--- src/common/gtr_regs.svh ---
`ifndef GTR_REGS_SVH
`define GTR_REGS_SVH
// Register indices; each register takes one aligned 8-byte slot, two indices apart.
`define GTR_IDX_COUNT 16'h0100
`define GTR_IDX_PERIOD 16'h0102
`define GTR_IDX_CONTROL 16'h0104
`define GTR_IDX_OSC 16'h0106
`define GTR_IDX_STATUS 16'h0108
`define GTR_IDX_CLEAR 16'h010A
`define GTR_IDX_ENABLE 16'h010C
// Register byte addresses, four times the index.
`define GTR_ADDR_COUNT 16'h0400
`define GTR_ADDR_PERIOD 16'h0408
`define GTR_ADDR_CONTROL 16'h0410
`define GTR_ADDR_OSC 16'h0418
`define GTR_ADDR_STATUS 16'h0420
`define GTR_ADDR_CLEAR 16'h0428
`define GTR_ADDR_ENABLE 16'h0430
// Control register fields.
`define GTR_BIT_ON 15
`define GTR_BIT_SIDL 13
`define GTR_BIT_GATE 6
`define GTR_BIT_PS_HI 5
`define GTR_BIT_PS_LO 4
`define GTR_BIT_SYNC 2
`define GTR_BIT_CS 1
`define GTR_CTRL_MASK 16'hA076
// Oscillator control field.
`define GTR_BIT_LPOSC 1
`define GTR_OSC_MASK 16'h0002
// Status bits.
`define GTR_ST_MATCH 0
`define GTR_ST_GATE 1
`define GTR_ST_WAKE 2
`define GTR_ST_W 3
// Reset values.
`define GTR_RST_PERIOD 16'hFFFF
`define GTR_RST_CONTROL 16'h0000
`define GTR_RST_COUNT 16'h0000
`define GTR_RST_OSC 16'h0000
// Prescale terminal counts.
`define GTR_PS_DIV1 8'h00
`define GTR_PS_DIV8 8'h07
`define GTR_PS_DIV64 8'h3F
`define GTR_PS_DIV256 8'hFF
`endif

--- src/common/gtr_pkg.sv ---
package gtr_pkg;
  // Source of counting events.
  typedef enum logic [1:0] {
    gtr_src_none_type_e,
    gtr_src_cycle_type_e,
    gtr_src_gated_type_e,
    gtr_src_ext_type_e
  } gtr_src_type;
endpackage

--- src/rtl/gtr_timer.sv ---
// The APB register port is this design's own decision.
`include "gtr_regs.svh"

module gtr_timer
  import gtr_pkg::*;
#(
  parameter int CW = 16,
  parameter int PW = 8
) (
  // Clock, reset and enable.
  input wire logic sys_clk_i,
  input wire logic reset_n_i,
  input wire logic clk_en_i,
  // APB slave.
  input wire logic psel_i,
  input wire logic penable_i,
  input wire logic pwrite_i,
  input wire logic [15:0] paddr_i,
  input wire logic [31:0] pwdata_i,
  output logic [31:0] prdata_o,
  output logic pready_o,
  output logic pslverr_o,
  // Pins and power states.
  input wire logic external_clock_gate_pin_i,
  input wire logic lp_osc_clk_i,
  input wire logic cpu_idle_i,
  input wire logic cpu_sleep_i,
  // Interrupt and wake.
  output logic irq_o,
  output logic wake_o
);

  logic [CW-1:0] timer_count_r;
  logic [CW-1:0] timer_period_r;
  logic [15:0] timer_control_r;
  logic [15:0] oscillator_control_r;
  logic [`GTR_ST_W-1:0] status_r;
  logic [`GTR_ST_W-1:0] enable_r;
  logic [PW-1:0] presc_r;
  logic [1:0] ext_sync_r;
  logic [1:0] lp_sync_r;
  logic [1:0] idle_sync_r;
  logic [1:0] sleep_sync_r;
  logic ext_prev_r;
  logic lp_prev_r;

  // Decoded control fields.
  logic timer_on_bit;
  logic stop_in_idle_bit;
  logic gate_accumulate_enable;
  logic [1:0] prescale_select;
  logic external_sync_select;
  logic clock_source_select;
  logic low_power_osc_enable;
  assign timer_on_bit = timer_control_r[`GTR_BIT_ON];
  assign stop_in_idle_bit = timer_control_r[`GTR_BIT_SIDL];
  assign gate_accumulate_enable = timer_control_r[`GTR_BIT_GATE];
  assign prescale_select =
    timer_control_r[`GTR_BIT_PS_HI:`GTR_BIT_PS_LO];
  assign external_sync_select = timer_control_r[`GTR_BIT_SYNC];
  assign clock_source_select = timer_control_r[`GTR_BIT_CS];
  assign low_power_osc_enable = oscillator_control_r[`GTR_BIT_LPOSC];

  // Bus decode. The slave answers with no wait states.
  logic wr_en;
  logic rd_en;
  logic hit;
  assign wr_en = psel_i && penable_i && pwrite_i && clk_en_i;
  assign rd_en = psel_i && !penable_i && !pwrite_i && clk_en_i;
  always_comb begin
    unique case (paddr_i)
      `GTR_ADDR_COUNT, `GTR_ADDR_PERIOD, `GTR_ADDR_CONTROL, `GTR_ADDR_OSC,
      `GTR_ADDR_STATUS, `GTR_ADDR_CLEAR, `GTR_ADDR_ENABLE: hit = 1'b1;
      default: hit = 1'b0;
    endcase
  end

  // Pin synchronisers; the first stage feeds only the second.
  always_ff @(posedge sys_clk_i or negedge reset_n_i) begin
    if (!reset_n_i) begin
      ext_sync_r <= 2'h0;
      lp_sync_r <= 2'h0;
      idle_sync_r <= 2'h0;
      sleep_sync_r <= 2'h0;
    end else if (clk_en_i) begin
      ext_sync_r <= {ext_sync_r[0], external_clock_gate_pin_i};
      lp_sync_r <= {lp_sync_r[0], lp_osc_clk_i};
      idle_sync_r <= {idle_sync_r[0], cpu_idle_i};
      sleep_sync_r <= {sleep_sync_r[0], cpu_sleep_i};
    end
  end

  logic ext_lvl;
  logic lp_lvl;
  logic idle_lvl;
  logic sleep_lvl;
  assign ext_lvl = ext_sync_r[1];
  assign lp_lvl = lp_sync_r[1];
  assign idle_lvl = idle_sync_r[1];
  assign sleep_lvl = sleep_sync_r[1];

  always_ff @(posedge sys_clk_i or negedge reset_n_i) begin
    if (!reset_n_i) begin
      ext_prev_r <= 1'b0;
      lp_prev_r <= 1'b0;
    end else if (clk_en_i) begin
      ext_prev_r <= ext_lvl;
      lp_prev_r <= lp_lvl;
    end
  end

  logic ext_rise;
  logic ext_fall;
  logic lp_rise;
  assign ext_rise = ext_lvl && !ext_prev_r;
  assign ext_fall = !ext_lvl && ext_prev_r;
  assign lp_rise = lp_lvl && !lp_prev_r;

  // Source selection. The asynchronous path still passes the pin
  // synchroniser here: one clock domain trades exact edge timing for safety.
  gtr_src_type src;
  logic halted;
  always_comb begin
    halted = (idle_lvl && stop_in_idle_bit) ||
             (sleep_lvl && !(clock_source_select && !external_sync_select));
    if (!timer_on_bit || halted) begin
      src = gtr_src_none_type_e;
    end else if (clock_source_select) begin
      src = gtr_src_ext_type_e;
    end else if (gate_accumulate_enable) begin
      src = gtr_src_gated_type_e;
    end else begin
      src = gtr_src_cycle_type_e;
    end
  end

  logic tick_in;
  always_comb begin
    unique case (src)
      gtr_src_none_type_e: tick_in = 1'b0;
      gtr_src_cycle_type_e: tick_in = 1'b1;
      gtr_src_gated_type_e: tick_in = ext_lvl;
      gtr_src_ext_type_e: tick_in = low_power_osc_enable ? lp_rise : ext_rise;
    endcase
  end

  logic [PW-1:0] presc_top;
  always_comb begin
    unique case (prescale_select)
      2'b00: presc_top = `GTR_PS_DIV1;
      2'b01: presc_top = `GTR_PS_DIV8;
      2'b10: presc_top = `GTR_PS_DIV64;
      2'b11: presc_top = `GTR_PS_DIV256;
    endcase
  end

  logic count_wr;
  logic ctrl_wr;
  logic on_clear;
  logic tick;
  assign count_wr = wr_en && paddr_i == `GTR_ADDR_COUNT;
  assign ctrl_wr = wr_en && paddr_i == `GTR_ADDR_CONTROL;
  assign on_clear = ctrl_wr && timer_on_bit && !pwdata_i[`GTR_BIT_ON];
  assign tick = tick_in && presc_r == presc_top;

  // Prescaler; it only advances while the timer runs.
  always_ff @(posedge sys_clk_i or negedge reset_n_i) begin
    if (!reset_n_i) begin
      presc_r <= '0;
    end else if (clk_en_i) begin
      if (count_wr || on_clear) begin
        presc_r <= '0;
      end else if (tick_in) begin
        presc_r <= tick ? '0 : presc_r + 1'b1;
      end
    end
  end

  logic match;
  assign match = timer_count_r == timer_period_r;

  // Counter; control writes never touch it.
  always_ff @(posedge sys_clk_i or negedge reset_n_i) begin
    if (!reset_n_i) begin
      timer_count_r <= `GTR_RST_COUNT;
    end else if (clk_en_i) begin
      if (count_wr) begin
        timer_count_r <= pwdata_i[CW-1:0];
      end else if (tick) begin
        timer_count_r <= match ? '0 : timer_count_r + 1'b1;
      end
    end
  end

  // Configuration registers.
  always_ff @(posedge sys_clk_i or negedge reset_n_i) begin
    if (!reset_n_i) begin
      timer_period_r <= `GTR_RST_PERIOD;
      timer_control_r <= `GTR_RST_CONTROL;
      oscillator_control_r <= `GTR_RST_OSC;
      enable_r <= '0;
    end else if (wr_en) begin
      if (paddr_i == `GTR_ADDR_PERIOD) begin
        timer_period_r <= pwdata_i[CW-1:0];
      end
      if (ctrl_wr) begin
        timer_control_r <= pwdata_i[15:0] & `GTR_CTRL_MASK;
      end
      if (paddr_i == `GTR_ADDR_OSC) begin
        oscillator_control_r <= pwdata_i[15:0] & `GTR_OSC_MASK;
      end
      if (paddr_i == `GTR_ADDR_ENABLE) begin
        enable_r <= pwdata_i[`GTR_ST_W-1:0];
      end
    end
  end

  // Sticky events; a set in the same cycle as a clear wins.
  logic [`GTR_ST_W-1:0] ev;
  logic [`GTR_ST_W-1:0] clr;
  always_comb begin
    ev = '0;
    ev[`GTR_ST_MATCH] = tick && match;
    ev[`GTR_ST_GATE] = src == gtr_src_gated_type_e && ext_fall;
    ev[`GTR_ST_WAKE] = low_power_osc_enable && tick && match;
    clr = (wr_en && paddr_i == `GTR_ADDR_CLEAR) ?
      pwdata_i[`GTR_ST_W-1:0] : '0;
  end

  always_ff @(posedge sys_clk_i or negedge reset_n_i) begin
    if (!reset_n_i) begin
      status_r <= '0;
    end else if (clk_en_i) begin
      status_r <= (status_r & ~clr) | ev;
    end
  end

  // Interrupt and wake outputs, registered.
  always_ff @(posedge sys_clk_i or negedge reset_n_i) begin
    if (!reset_n_i) begin
      irq_o <= 1'b0;
      wake_o <= 1'b0;
    end else if (clk_en_i) begin
      irq_o <= |(((status_r & ~clr) | ev) & enable_r);
      wake_o <= ev[`GTR_ST_WAKE];
    end
  end

  // Read data captured in the setup phase.
  always_ff @(posedge sys_clk_i or negedge reset_n_i) begin
    if (!reset_n_i) begin
      prdata_o <= 32'h0000_0000;
      pslverr_o <= 1'b0;
      pready_o <= 1'b0;
    end else if (clk_en_i) begin
      pready_o <= psel_i && !penable_i;
      pslverr_o <= psel_i && !penable_i && !hit;
      if (rd_en) begin
        unique case (paddr_i)
          `GTR_ADDR_COUNT: prdata_o <= {16'h0000, timer_count_r};
          `GTR_ADDR_PERIOD: prdata_o <= {16'h0000, timer_period_r};
          `GTR_ADDR_CONTROL: prdata_o <= {16'h0000, timer_control_r};
          `GTR_ADDR_OSC: prdata_o <= {16'h0000, oscillator_control_r};
          `GTR_ADDR_STATUS: prdata_o <= {29'h0, status_r};
          `GTR_ADDR_ENABLE: prdata_o <= {29'h0, enable_r};
          default: prdata_o <= 32'h0000_0000;
        endcase
      end
    end
  end

  // Checks.
  property p_wrap;
    @(posedge sys_clk_i) disable iff (!reset_n_i)
    (clk_en_i && tick && match && !count_wr) |=> timer_count_r == '0;
  endproperty
  a_wrap: assert property (p_wrap) else $error("no wrap");
  property p_inc;
    @(posedge sys_clk_i) disable iff (!reset_n_i)
    (clk_en_i && tick && !match && !count_wr) |=>
      timer_count_r == $past(timer_count_r) + 1'b1;
  endproperty
  a_inc: assert property (p_inc) else $error("no increment");
  property p_idle;
    @(posedge sys_clk_i) disable iff (!reset_n_i)
    (clk_en_i && idle_lvl && stop_in_idle_bit && !count_wr) |=>
      $stable(timer_count_r);
  endproperty
  a_idle: assert property (p_idle) else $error("count in idle");
  property p_ctrl;
    @(posedge sys_clk_i) disable iff (!reset_n_i)
    (ctrl_wr && !timer_on_bit) |=> $stable(timer_count_r);
  endproperty
  a_ctrl: assert property (p_ctrl) else $error("control changed count");
  property p_psclr;
    @(posedge sys_clk_i) disable iff (!reset_n_i)
    count_wr |=> presc_r == '0;
  endproperty
  a_psclr: assert property (p_psclr) else $error("prescaler kept");
  property p_off;
    @(posedge sys_clk_i) disable iff (!reset_n_i)
    (!timer_on_bit && !count_wr) |=> $stable(presc_r);
  endproperty
  a_off: assert property (p_off) else $error("prescaler moved");
  property p_flag;
    @(posedge sys_clk_i) disable iff (!reset_n_i)
    (clk_en_i && tick && match) |=> status_r[`GTR_ST_MATCH];
  endproperty
  a_flag: assert property (p_flag) else $error("flag missed");
  property p_gate;
    @(posedge sys_clk_i) disable iff (!reset_n_i)
    (clk_en_i && src == gtr_src_gated_type_e && ext_fall) |=>
      status_r[`GTR_ST_GATE] ##1 irq_o || !enable_r[`GTR_ST_GATE];
  endproperty
  a_gate: assert property (p_gate) else $error("gate flag missed");
  property p_div8;
    @(posedge sys_clk_i) disable iff (!reset_n_i)
    (tick && prescale_select == 2'b01) |-> presc_r == `GTR_PS_DIV8;
  endproperty
  a_div8: assert property (p_div8) else $error("bad ratio");
  c_wrap: cover property (@(posedge sys_clk_i) tick && match);
  c_gate: cover property (@(posedge sys_clk_i) ev[`GTR_ST_GATE]);
  c_wake: cover property (@(posedge sys_clk_i) wake_o);

endmodule // gtr_timer

--- config.mk ---
export PLATFORM = sky130hd
export DESIGN_NAME = gtr_timer
export DESIGN_NICKNAME = d
export VERILOG_FILES = /design/src/common/gtr_pkg.sv /design/src/rtl/gtr_timer.sv
export VERILOG_INCLUDE_DIRS = /design/src /design/src/common
export SDC_FILE = /design/constraint.sdc
export NUM_CORES = 1
export LEC_CHECK = 0
export BUFFER_PORTS_ARGS = -buffer_cell sky130_fd_sc_hd__buf_2
export CAP_MARGIN = 20
export CORE_MARGIN = 10
export CORE_UTILIZATION = 45
export DETAILED_ROUTE_END_ITERATION = 7
export MAX_ROUTING_LAYER = met4
export PLACE_DENSITY = 0.67
export SETUP_SLACK_MARGIN = 0.2
export SLEW_MARGIN = 20
export SYNTH_ARGS = -nofsm -noshare
export SYNTH_HDL_FRONTEND = slang
export SYNTH_SLANG_ARGS = --single-unit
--- constraint.sdc ---
create_clock -name sys_clk_i -period 6.2 [get_ports sys_clk_i]
set_input_delay 1.24 -clock sys_clk_i [delete_from_list [all_inputs] [get_ports sys_clk_i]]
set_output_delay 1.24 -clock sys_clk_i [all_outputs]
set_load 0.005 [all_outputs]
==> flow_summary.yaml <==
finish:
  utilization_pct: 51.3
  drive_above_1_share_pct: 27.8
  final_net_count: 587
  fillers: 955
  num_antenna_cells: 0
  syn_to_final_growth_pct: 12.4
  layout_common_cells: "dfrtp_1, buf_2, nand2_1"
  stdcell_area_mm2: 0.00525
  layout_commonest_cell: "dfrtp_1"
route:
  antenna_left: 0
  drc: 0
  num_vias: 3719
  routedWlPerCell_um: 17.8
  drt_first_pass_iters: 5
  first_iter_violations: 280
  finalWirelength_um: 11900
  via_per_inst: 5.57
floorplan:
  start_util_pct: 45.7
  rows: 37
  die_w_um: 122
  core_mm2: 0.0102
  ios: 94
  dieArea_mm2: 0.0149
  die_h_um: 122
logic_synthesis:
  synth_top_area_share_pct: 36.4
  async_reset_ff_share_pct: 100
  ys_seq_area_share_pct: 45.4
  synthDistinctLibCells: 57
  synth_top_area_cell: "dfrtp_1"
  yosysWarnings: 0
  syn_area_per_cell_um2: 9.90
  synthesis.area_mm2: 0.00467
  synth_edf_count: 0
  synthCells: 472
  synthTopCellsByArea: "dfrtp_1, dfstp_2, mux2_2"
  ys_ff_latch: 84
  synth_ff_type: "dfrtp_1"
pwr:
  pwr-share-seq_pct: 51.8
  p_switching_uw: 255
  p_int_uw: 835
  vdd_drop_max_v: 0.000141
  comb_power_share_pct: 6.3
  power_frac_clock_pct: 41.8
  swShare_pct: 23.4
  p_per_area_mw_per_mm2: 207
  p_total_mw: 1.09
  leakagePower_nw: 2.31
clocking:
  cts_buffer_depth: 2
  cts-root-buf: "clkbuf_8"
  cts_setup_buffers: 0
  cts.sinks: 84
  clkLatencyLatePin_ns: 0.37
  cts_tree: "done"
  cts_resized: 0
  clk_pin_slew_ns: 0.09
  hold_buffers: 0
  cts_inserted_buffers: 9
  htree_num_levels: 3
setup_path:
  rrSetupSlack_ns: 3.69
  worstSetupPathType: "in2reg"
  cp-start-kind: "input port"
  worstRegToRegCells: 7
  timing.critical_path.required_ns: 6.44
  cp-end-kind: "flop"
  cp_max_fo: 27
  r2r_end: "timer_count_r[3]"
  timing.rr.start: "timer_control_r[4]"
  critPathArrivalTime_ns: 3.77
place:
  gp_congestion: 0.900
  port_buffers: 61
  hpwl_um: 8770
  placed_cell_area_mm2: 0.00502
worst_hold_path:
  hold_depth: 2
  min_from: "prdata_o[0]"
  holdPathEnd: "prdata_o[0]"
  hp-class: "reg2reg"
timing:
  worst_clock_skew_ns: 0.0102
  clock.fmax_mhz: 284
  max-slew-margin-rel_pct: 45.1
  rsz0062_at_grt: "no"
  hold_viol_final: 0
  setup_violations: 0
  maxSlewViolCount: 0
  finalCritPeriodShare_pct: 56.9
  finalSetupTns_ns: 0
  tightest_slew_ns: 0.821
  timing.hold.ws_ns: 0.464
  fin_crit_ns: 3.53
grt:
  grt_overflow: 0
  grt_pass1_wl_um: 19300
  grtUsageTotal_pct: 16.7
  grt_max_degree: 58
  antenna_found_initial: 0
  grt_pass1_vias: 3726
flow_run:
  drv_cap: 0
status:
  status: "complete, no violations"
sequential cells by signal, summed over array words and instances, names as in the netlist, 3 cells and up:
signal,cells
enable_r,3
prdata_o,16
presc_r,8
status_r,3
timer_control_r,7
timer_count_r,16
timer_period_r,16
synthesized netlist by cell type, drive strengths merged, types with 3 or more instances:
cell type  instances
nand2             38
nor3              23
and3              12
nand3b             4
nor2              17
buf               26
nand4             12
a22oi              3
mux2i             18
nor4               5
o21ai             57
dfrtp             68
inv               27
nor3b              3
nand3             12
a32oi              9
a21oi             16
xnor2             16
dfstp             16
or3                8
mux2              34
o31a               3
clkbuf            11
o22ai              5
metrics by stage:
stage | setup slack, ns | instances
CTS | 2.69 | 668
floorplan | 3.28 | 487
global placement | 2.38 | 652
global route | 2.54 | 668
detailed placement | 2.33 | 652
finish | 2.67 | 668
power by group through the flow:
stage | Sequential [mW] | Combinational [mW] | Clock, mW
after floorplan | 0.574 | 0.0399 | 0
after global placement | 0.575 | 0.0681 | 0
after detailed placement | 0.575 | 0.0696 | 0
after CTS | 0.565 | 0.0699 | 0.460
after global routing | 0.567 | 0.0778 | 0.488
final | 0.565 | 0.0691 | 0.456
worst max-delay path by stage:
stage,start,endpoint,slack [ns]
after global placement,clk_en_i,timer_count_r[8],2.38
after detailed placement,clk_en_i,timer_count_r[3],2.33
after CTS,clk_en_i,timer_count_r[3],2.69
final,clk_en_i,timer_count_r[3],2.67
after floorplan,paddr_i[8],timer_period_r[10],3.28
after global routing,clk_en_i,timer_count_r[3],2.54
per-layer routing:
layer	global-route usage (%)	part of all wire [%]
met5	-	0
met4	5.22	1.5
met3	2.87	5.6
met2	25.5	47
met1	22.2	46
worst max-delay path, cell delays in order:
cell and delay, ns:
buf_2 0.43, nand4_4 0.18, or3_1 0.46, nor3_4 0.67, nor2_2 0.35, a32oi_1 0.33, o21ai_1 0.10
cells by family after synthesis:
family | Yosys count | synth area share (%)
fa+ha+maj | 2 | 0.535
xor+xnor | 16 | 3.00
other cells | 1 | 0.0802
flops | 84 | 45.4
simple gates | 142 | 16.6
mux | 54 | 13.0
buf+inv | 64 | 7.04
compound gates | 109 | 14.3
layout make-up:
| cell class | instances | area (um2) | area share, % |
|---|---|---|---|
| clock inverter | 5 | 82.6 | 1.57 |
| clock buffer | 11 | 151 | 2.88 |
| tap | 136 | 170 | 3.24 |
| inverter | 27 | 101 | 1.93 |
| sequential | 84 | 2120 | 40.4 |
| timing repair buffer | 66 | 345 | 6.58 |
| multi-input combinational | 339 | 2280 | 43.4 |
(Power assumes the default switching activity.)
